## config.mk

```make
export PLATFORM = sky130hd
export DESIGN_NAME = core_sfr
export DESIGN_NICKNAME = d
export VERILOG_FILES = /design/src/verilog/core_sfr_pkg.sv /design/src/verilog/dptr_store.sv /design/src/verilog/core_sfr.sv
export VERILOG_INCLUDE_DIRS = /design/src /design/src/verilog
export SDC_FILE = /design/constraint.sdc
export NUM_CORES = 1
export LEC_CHECK = 0
export BUFFER_PORTS_ARGS = -buffer_cell sky130_fd_sc_hd__buf_2
export CORE_UTILIZATION = 48
export CTS_CLUSTER_DIAMETER = 150
export DETAILED_ROUTE_END_ITERATION = 12
export HOLD_SLACK_MARGIN = 0.12
export PLACE_DENSITY = 0.75
export SYNTH_ARGS = -nofsm -noshare
export SYNTH_HDL_FRONTEND = slang
export SYNTH_SLANG_ARGS = --single-unit
```

## constraint.sdc

```tcl
create_clock -name sys_clk -period 2.1 [get_ports sys_clk]
set_input_delay 0.105 -clock sys_clk [delete_from_list [all_inputs] [get_ports sys_clk]]
set_output_delay 0.105 -clock sys_clk [all_outputs]
set_load 0.02 [all_outputs]
```

## src/verilog/core_sfr_map.svh

```systemverilog
// special register offsets, field positions, reset values
// assumes an 8-bit special register address space
`ifndef CORE_SFR_MAP_SVH
`define CORE_SFR_MAP_SVH
`define ADDR_STACK_POINTER 8'h81
`define ADDR_DPTR_LOW 8'h82
`define ADDR_DPTR_HIGH 8'h83
`define ADDR_POWER_CONTROL 8'h87
`define ADDR_AUX_CONTROL 8'ha2
`define ADDR_STATUS_WORD 8'hd0
`define ADDR_WORKING_REG 8'he0
`define ADDR_MUL_DIV_EXT 8'hf0
`define RST_STACK_POINTER 8'h07
`define RST_ZERO_BYTE 8'h00
`define BIT_CARRY 7
`define BIT_HALF_CARRY 6
`define BIT_USER_ZERO 5
`define BIT_BANK_HI 4
`define BIT_BANK_LO 3
`define BIT_SIGN_WRAP 2
`define BIT_USER_ONE 1
`define BIT_PARITY 0
`define BIT_SLEEP_REQ 1
`define BIT_PTR_CHOICE 0
`endif

```

## src/verilog/core_sfr_pkg.sv

```systemverilog
// types shared by the special register block
// assumes the map header carries all numbers
package core_sfr_pkg;
    // stack operation requested by the datapath
    typedef enum logic [1:0]
    {
        STK_NONE,
        STK_PUSH,
        STK_POP
    } stack_op_t;
    // arithmetic result write
    typedef enum logic [1:0]
    {
        ARITH_NONE,
        ARITH_MUL,
        ARITH_DIV
    } arith_op_t;
endpackage

```

## src/verilog/dptr_store.sv

```systemverilog
// two copies of the 16-bit data pointer, one selected at a time
// assumes writes come from the register block on the same clock
`timescale 1ns/100ps
module dptr_store
(
    input wire logic sys_clk,
    input wire logic rst,
    input wire logic sel, // copy choice
    input wire logic wr_low, // write low byte
    input wire logic wr_high, // write high byte
    input wire logic wr_word, // write full 16 bits
    input wire logic [7:0] wdata, // byte write data
    input wire logic [15:0] wword, // word write data
    output logic [15:0] rword // selected copy, combinational view
);
    logic [15:0] copy_r [2]; // two physical pointers
    genvar g;
    // one generate slot per copy; only the chosen copy takes writes
    generate
        for (g = 0; g < 2; g++)
        begin : gen_copy
            wire logic hit = (sel == 1'(g));
            always_ff @(posedge sys_clk or posedge rst)
            begin
                if (rst)
                    copy_r[g] <= 16'h0000;
                else if (hit && wr_word)
                    copy_r[g] <= wword;
                else if (hit && wr_high)
                    copy_r[g][15:8] <= wdata;
                else if (hit && wr_low)
                    copy_r[g][7:0] <= wdata;
            end
        end
    endgenerate
    // combinational view of the selected copy; no read latency
    assign rword = sel ? copy_r[1] : copy_r[0];
endmodule

```

## src/verilog/core_sfr.sv

```systemverilog
// What this block does
// - multiply puts high byte in extension
// - divide: remainder to extension, quotient working
// - extension is plain storage, resets zero
// - status word bits 7:1 read/write, parity bit read-only, reset zero
// - parity follows odd ones in working
// - two-bit selector picks one of four banks
// - push increments pointer before writing
// - pop reads then decrements pointer
// - stack pointer resets to 0x07
// - data pointer as word or bytes
// - two pointer copies, choice bit selects
// - auxiliary upper bits read zero
// - sleep request set by software, hardware clears
// - bank base selects register address
// - unmapped writes ignored, reads zero
// the core special registers; the datapath drives the ports below
`timescale 1ns/100ps
`include "core_sfr_map.svh"
module core_sfr
(
    input wire logic sys_clk,
    input wire logic rst,
    input wire logic [7:0] sfr_addr,
    input wire logic sfr_wr,
    input wire logic [7:0] sfr_wdata,
    output logic [7:0] sfr_rdata,
    input wire core_sfr_pkg::arith_op_t arith_op,
    input wire logic [15:0] arith_result,
    input wire logic flag_upd,
    input wire logic [3:0] flag_val,
    input wire logic working_wr,
    input wire logic [7:0] working_wdata,
    input wire core_sfr_pkg::stack_op_t stack_op,
    input wire logic dptr_word_wr,
    input wire logic [15:0] dptr_word,
    input wire logic ext_irq_wake,
    input wire logic [2:0] reg_index,
    output logic [4:0] bank_reg_addr,
    output logic [7:0] stack_addr,
    output logic [7:0] working_register,
    output logic [7:0] mul_div_extension,
    output logic [15:0] data_pointer,
    output logic sleep_request,
    output logic [7:0] status_word
);
    // state held across cycles, each but the pointer choice with its next value
    logic [7:0] ext_r, ext_nxt; // extension register
    logic [7:0] acc_r, acc_nxt; // working register
    logic [7:0] sp_r, sp_nxt; // stack pointer
    logic [6:0] flags_r, flags_nxt; // status bits 7:1
    logic sleep_r, sleep_nxt; // sleep request
    logic choice_r; // pointer choice
    wire logic parity; // live parity
    wire logic [7:0] psw_view; // status word as read
    wire logic [15:0] dptr_view; // selected pointer copy
    // register strobes
    wire logic wr_sp = sfr_wr && sfr_addr == `ADDR_STACK_POINTER;
    wire logic wr_dl = sfr_wr && sfr_addr == `ADDR_DPTR_LOW;
    wire logic wr_dh = sfr_wr && sfr_addr == `ADDR_DPTR_HIGH;
    wire logic wr_pc = sfr_wr && sfr_addr == `ADDR_POWER_CONTROL;
    wire logic wr_ax = sfr_wr && sfr_addr == `ADDR_AUX_CONTROL;
    wire logic wr_ps = sfr_wr && sfr_addr == `ADDR_STATUS_WORD;
    wire logic wr_ac = sfr_wr && sfr_addr == `ADDR_WORKING_REG;
    wire logic wr_b = sfr_wr && sfr_addr == `ADDR_MUL_DIV_EXT;

    // parity is computed, never stored, so it cannot go stale
    assign parity = ^acc_r;
    assign psw_view = {flags_r, parity};

    // bank base plus register index
    assign bank_reg_addr = {flags_r[`BIT_BANK_HI - 1:`BIT_BANK_LO - 1],
                            reg_index};

    // arithmetic outranks a plain write to the same register
    always_comb
    begin
        ext_nxt = ext_r;
        acc_nxt = acc_r;
        if (arith_op == core_sfr_pkg::ARITH_MUL ||
            arith_op == core_sfr_pkg::ARITH_DIV)
        begin
            // high byte / remainder to extension
            ext_nxt = arith_result[15:8];
            acc_nxt = arith_result[7:0];
        end
        else
        begin
            // no arithmetic result this cycle: plain writes apply
            if (wr_b)
                ext_nxt = sfr_wdata;
            // a register-bus write beats the datapath write
            if (wr_ac)
                acc_nxt = sfr_wdata;
            else if (working_wr)
                acc_nxt = working_wdata;
        end
    end

    // status flags: explicit write first, then flag update
    always_comb
    begin
        flags_nxt = flags_r;
        if (wr_ps)
            flags_nxt = sfr_wdata[7:1];
        else if (flag_upd)
        begin
            // carry, half carry, sign wrap from datapath
            flags_nxt[`BIT_CARRY - 1] = flag_val[3];
            flags_nxt[`BIT_HALF_CARRY - 1] = flag_val[2];
            flags_nxt[`BIT_SIGN_WRAP - 1] = flag_val[1];
        end
    end

    // stack pointer: increment on push, decrement on pop
    always_comb
    begin
        sp_nxt = sp_r;
        stack_addr = sp_r; // pop address is current value
        case (stack_op)
            core_sfr_pkg::STK_PUSH:
            begin
                sp_nxt = sp_r + 8'h01;
                stack_addr = sp_r + 8'h01;
            end
            core_sfr_pkg::STK_POP:
                sp_nxt = sp_r - 8'h01;
            // plain pointer write only while the stack is idle
            core_sfr_pkg::STK_NONE:
                if (wr_sp)
                    sp_nxt = sfr_wdata;
            default:
                sp_nxt = sp_r;
        endcase
    end

    // wake wins over a simultaneous software set
    always_comb
    begin
        sleep_nxt = sleep_r;
        if (wr_pc)
            sleep_nxt = sfr_wdata[`BIT_SLEEP_REQ];
        // an enabled external interrupt ends the request
        if (ext_irq_wake)
            sleep_nxt = 1'b0;
    end

    // state registers
    always_ff @(posedge sys_clk or posedge rst)
    begin
        if (rst)
        begin
            ext_r <= `RST_ZERO_BYTE;
            acc_r <= `RST_ZERO_BYTE;
            sp_r <= `RST_STACK_POINTER;
            flags_r <= 7'h00;
            sleep_r <= 1'b0;
            choice_r <= 1'b0;
        end
        else
        begin
            ext_r <= ext_nxt;
            acc_r <= acc_nxt;
            sp_r <= sp_nxt;
            flags_r <= flags_nxt;
            sleep_r <= sleep_nxt;
            // only the choice bit is stored; bits 7:1 read zero
            if (wr_ax)
                choice_r <= sfr_wdata[`BIT_PTR_CHOICE];
        end
    end

    // the pointer copies live in their own store
    dptr_store u_dptr
    (
        .sys_clk(sys_clk),
        .rst(rst),
        .sel(choice_r),
        .wr_low(wr_dl),
        .wr_high(wr_dh),
        .wr_word(dptr_word_wr),
        .wdata(sfr_wdata),
        .wword(dptr_word),
        .rword(dptr_view)
    );

    // read mux; unmapped addresses return zero
    always_comb
    begin
        case (sfr_addr)
            `ADDR_STACK_POINTER: sfr_rdata = sp_r;
            `ADDR_DPTR_LOW: sfr_rdata = dptr_view[7:0];
            `ADDR_DPTR_HIGH: sfr_rdata = dptr_view[15:8];
            `ADDR_POWER_CONTROL:
                sfr_rdata = {6'h00, sleep_r, 1'b0};
            `ADDR_AUX_CONTROL: sfr_rdata = {7'h00, choice_r};
            `ADDR_STATUS_WORD: sfr_rdata = psw_view;
            `ADDR_WORKING_REG: sfr_rdata = acc_r;
            `ADDR_MUL_DIV_EXT: sfr_rdata = ext_r;
            default: sfr_rdata = 8'h00;
        endcase
    end

    // outputs depend on the registers alone, with no path from the inputs
    assign working_register = acc_r;
    assign mul_div_extension = ext_r;
    assign data_pointer = dptr_view;
    assign sleep_request = sleep_r;
    assign status_word = psw_view;
endmodule

```

# Word level (Yosys, flattened, before mapping)
# Cells that the tools add are included.
[op_classes] n_addsub=2 eq_ne=15 mux=24 n_bitwise=1 reduce_logical=29
[ops] cell="two-way mux 8 bit" count=13
[ops] cell="== test 8 bit (second input constant)" count=8
[ops] cell="case mux 8 bit (8 select lines)" count=1
[ops] cell="two-way mux 16 bit" count=3
[ops] cell="case mux 8 bit (3 select lines)" count=1
[ops] cell="logical AND 1 bit" count=14
[ops] cell="nonzero test 2 bit" count=7
[ops] cell="adder 8 x 1 -> 8 bit (second input constant)" count=1
[ops] cell="parity 8 bit" count=1
[ops] cell="subtractor 8 x 1 -> 8 bit (second input constant)" count=1
[ops] cell="AND reduction 2 bit" count=3
[ops] cell="nonzero test 3 bit" count=2
[ops] cell="== test 2 x 1 -> 1 bit (second input constant)" count=2
[ops] cell="== test 2 bit (second input constant)" count=2
[ops] cell="two-way mux 1 bit" count=4
[ops] cell="two-way mux 2 bit" count=2
[ops] cell="inequality test 2 x 1 -> 1 bit (second input constant)" count=2
[ops] cell="logical NOT 2 bit" count=1
[ops] cell="inequality test 2 bit (second input constant)" count=1
[ops] cell="logical OR 1 bit" count=1
[ops] cell="inverter 1 bit" count=1
[word_totals] regBits=65 inputBits=74

# Depth between registers and ports, before layout
[depth] depth_word=6 mapped_depth=8 depth_no_buf=7

# By module
# A second synthesis with hierarchy kept.
[unflattened] cells_unflattened=472 hier_area_um2=4505.6
[modules_own_cells] mod="core_sfr" instances=1 cells_each=324 area_per_inst_um2=2772.7
[modules_own_cells] mod="dptr_store" instances=1 cells_each=148 area_per_inst_um2=1732.9

# Worst setup path before layout
# OpenSTA, ideal clock, no wires.
[synth_path] path_kind="register to output" startpoint="register choice_r" endpoint="output port sfr_rdata[0]" t_arrival_ns=1.740 required_time_ns=1.995 setup_slack_ns=0.255 path_stages_with_launch=7 n_path_buf=1 path_cell_list="dfrtp_1 > buf_1 > mux2_2 > nand2_1 > o21ai_0 > a221oi_1 > o31ai_1"
[synth_via] elab_chain_cells=2
[synth_lines] item="from (decl)" line="core_sfr.sv:53" source="logic choice_r;"
[synth_lines] item="from (signal assigned)" line="core_sfr.sv:169" source="choice_r <= sfr_wdata[`BIT_PTR_CHOICE];"
[synth_lines] item="two-way mux 16 bit" line="dptr_store.sv:37" source="assign rword = sel ? copy_r[1] : copy_r[0];"
[synth_lines] item="named net data_pointer[0]" line="core_sfr.sv:43" source="output logic [15:0] data_pointer,"
[synth_lines] item="case mux 8 bit (8 select lines)" line="core_sfr.sv:190" source="case (sfr_addr)"
[synth_lines] item="to (decl)" line="core_sfr.sv:27" source="output logic [7:0] sfr_rdata,"
# The timed path passes the listed nets, and every way through them passes these cells.

# Worst setup path after layout
[layout_path] startpoint="register choice_r" endpoint="output port sfr_rdata[4]"
[layout_via] elab_chain_cells=2
[layout_lines] item="two-way mux 16 bit" line="dptr_store.sv:37"
[layout_lines] item="case mux 8 bit (8 select lines)" line="core_sfr.sv:190"
# Every way passes these cells.

==> run_results.csv <==
group,metric,value,unit
logic_synthesis,synth-adder-area-share,0.005777,
sta,post-route-period-util,1.018,
sta,rsz0062_at_grt,"yes",
logic_synthesis,synthMuxAreaShare,0.2140,
critical_path,cp.buffers_inverters,2,
critical_path,path_class,"flop to output port",
global_route,gr-total-overflow,0,
logic_synthesis,synthXorXnorAreaFrac,0.03437,
global_route,grt_pass1_wl,21850,um
drt,vias,4390,
sta,setup_viol,3,
global_route,grt_pass1_vias,4279,
logic_synthesis,synth_cell_types,52,
power_and_ir_drop,switching_share,0.3912,
power_and_ir_drop,switchingPower,1.765,mW
logic_synthesis,synth_seq_area_share,0.3764,
global_route,antenna_found_initial,2,
finish,final_cell_mix,"buf_2 (126), dfrtp_1 (61), mux2i_1 (60)",
placed_design,dp_hpwl,10070,um
floorplanning,num_rows,34,
clocking,clock-sinks,65,
critical_path,cp_max_fo,7,
critical_path,critPathRequiredTime,2.00,ns
sta,period_needed,2.137,ns
power_and_ir_drop,pwr-share-seq,0.394,
critical_path,path_cells,"buf_6 -> mux2_4 -> a22oi_2 -> a21oi_2 -> o21bai_1 -> buf_4",
critical_path,slowest_delay,0.47,ns
logic_synthesis,synth_area,4332,sq um
logic_synthesis,synth_compound_area_frac,0.1733,
sta,finalMaxSlewViolations,0,
power_and_ir_drop,p_leak,2.873,nW
logic_synthesis,async_reset_ff_frac,1.000,
floorplanning,dieWidth,97.00,um
power_and_ir_drop,vdd_drop_max,484.8,uV
finish,multi_input_area,2549,sq um
logic_synthesis,syn-num-nets,561,
drt,drtIter0Drc,231,
floorplanning,dieArea,9408,sq um
sta,whs,0.1685,ns
placed_design,gp_congestion,0.9385,
power_and_ir_drop,p_comb_frac,0.376,
drt,drc,0,
clocking,htree_levels,3,
critical_path,worst_ep_arrival_time,2.03,ns
finish,drive_above_1_share,0.3394,
drt,final_antenna_net_count,0,
clocking,cts_made_buffers,9,
finish,seq_area,1632,sq um
logic_synthesis,synth-edff-count,0,
status,violations,"setup timing",
logic_synthesis,synth_ff_type,"dfrtp_1",
floorplanning,start_util,0.4967,
logic_synthesis,synth_top_family_by_area,"multiplexers",
drt,finalWirelength,14180,um
global_route,grt_usage,0.2996,
floorplanning,io_pins,136,
finish,num-nets-final,725,
drt,routedWlPerCell,18.58,um
global_route,grt_max_degree,25,
finish,layout_commonest_cell,"buf_2",
clocking,clock_latency,0.35,ns
drt,drt-pass1-iter-count,5,
drt,drt-vias-per-instance,5.754,
sta,relSlewSlack,0.5911,
sta,worst_pin_slew,0.6049,ns
floorplanning,core,8721,sq um
power_and_ir_drop,intPower,2.748,mW
logic_synthesis,syn_avg_cell_area,8.931,sq um
min_path,worstHoldPathType,"primary input to flop",
logic_synthesis,yosysWarnings,0,
critical_path,slowest_stage,"dfrtp_2",
logic_synthesis,ys_seq_elements,65,
finish,n_fill_cell,688,
power_and_ir_drop,power.density,776.6,nW/um^2
power_and_ir_drop,clkPwrFrac,0.231,
run,cap_violations,0,
finish,post-route-util,0.6664,
clocking,clk_path_buf_depth,2,
status,status,"complete, but fails checks",
clocking,cts_root_buf,"clkbuf_8",
clocking,path_clk_slew,0.07,ns
logic_synthesis,synth_cells,485,
finish,area_growth,34.17,%
sta,fin_ws,-0.03709,ns
floorplanning,fp.dieH,97.00,um
placed_design,portBuffers,128,
sta,max_freq,0.4679,GHz
sta,skew,0.004814,ns
placed_design,place_ws,0.1650,ns
critical_path,cp-start-kind,"flop",
sta,final_hold_viol_count,0,
clocking,cts_tree,"yes",
critical_path,crit_family,"compound AO/OA/AOI/OAI gates",
critical_path,critPathCaptureType,"output port",
logic_synthesis,yosys.area_share.simple,0.1407,
-- what timing repair did --
| action | 4_1_cts | 5_1_grt |
|---|---|---|
| endpoints found under the hold margin | 67 | 0 |
| setup endpoints to repair | 9 | 10 |
| hold buffers | 37 | 0 |
| pin swaps | 3 | 8 |
| gates resized for setup | 6 | 24 |
| gates cloned | 0 | 1 |
| setup buffers | 2 | 5 |
-- layout make-up --
type                    count  area share
flip-flops and latches     65      0.2807
clock buffers              13     0.02906
inverters                  14    0.009042
multi-input cells         365      0.4385
clock inverters             3    0.004090
well taps                 108     0.02325
diodes                      1   0.0004306
repair buffers            194      0.2149
-- worst reg2reg max path, delay by kind of cell (launching register included) --
family | cells | cell delay [ns]
AND/OR/NAND/NOR | 3 | 0.98
flip-flops | 1 | 0.47
AO/OA/AOI/OAI | 2 | 0.21
-- sequential cells by signal, indices dropped and copies added, names as in the netlist --
register / flops
u_dptr.copy_r: 32
mul_div_extension: 8
sp_r: 8
working_register: 8
flags_r: 7
choice_r: 1
sleep_request: 1
-- worst paths after layout --
kind / depth (start not counted) / end / from / slack, ns
max: 6 / sfr_rdata[4] / choice_r$_DFFE_PP0P_ / -0.04
min: 4 / working_register[5]$_DFFE_PP0P_ / arith_op[0] / 0.17
max reg2reg: 5 / sp_r[7]$_DFFE_PP0P_ / sp_r[3]$_DFFE_PP0P_ / 0.33
min reg2reg: 2 / u_dptr.copy_r[10]$_DFFE_PP0P_ / u_dptr.copy_r[10]$_DFFE_PP0P_ / 0.48
max in group asynchronous: 4 / sp_r[0]$_DFFE_PP1P_ / rst / 1.09
min in group asynchronous: 3 / u_dptr.copy_r[20]$_DFFE_PP0P_ / rst / 0.28
-- metrics by stage --
step	power [mW]	TNS, ns	instance area [sq um]	std cells
final	4.513	-0.06154	5812	763
after floorplan	2.836	0	4332	485
after detailed placement	3.342	0	5085	701
after CTS	4.440	-0.08343	5689	756
after global placement	3.297	0	5085	701
after global routing	4.731	-0.3834	5812	763
-- power by group through the flow --
| stage | clock network, mW | registers [mW] | logic (mW) |
|---|---|---|---|
| 2_1_floorplan | 0 | 1.74 | 1.09 |
| 3_3_place_gp | 0 | 1.79 | 1.51 |
| 4_1_cts | 1.05 | 1.77 | 1.62 |
| 5_1_grt | 1.10 | 1.80 | 1.83 |
| 3_5_place_dp | 0 | 1.79 | 1.55 |
| 6_report | 1.04 | 1.78 | 1.70 |
-- logic make-up after synthesis --
group,Yosys count
mux,89
buf+inv,55
xor+xnor,17
flops,65
fa+ha+maj,2
compound gates,122
simple gates,135
-- cells in the mapped netlist (4+ instances only) --
cell	n	area [sq um]
inv_1	14	52.55
nor3_1	6	30.03
clkbuf_1	24	90.09
dfrtp_1	62	1551
xnor2_1	14	122.6
a31oi_1	4	25.02
nor2_1	45	168.9
mux2_2	29	326.6
o21ai_0	43	215.2
and2_1	4	25.02
nand3_1	4	20.02
a22oi_1	9	67.56
buf_4	7	52.55
buf_1	4	15.01
nand2b_1	4	25.02
buf_2	6	30.03
o21bai_1	4	30.03
a21oi_1	35	175.2
nor2b_1	4	25.02
o2bb2ai_1	4	35.03
nand4_1	4	25.02
mux2i_1	60	600.6
nand2_1	53	198.9
-- layer usage --
layer | global-route usage | vias to the layer above | wire (um)
met2 | 0.4913 | 184 | 6960
met4 | 0.1515 | 0 | 505
met5 | 0 | - | 0
met1 | 0.3751 | 2120 | 5768
li1 | - | 2047 | -
met3 | 0.05997 | 39 | 946
No activity file was read; power rests on OpenSTA's default activity.
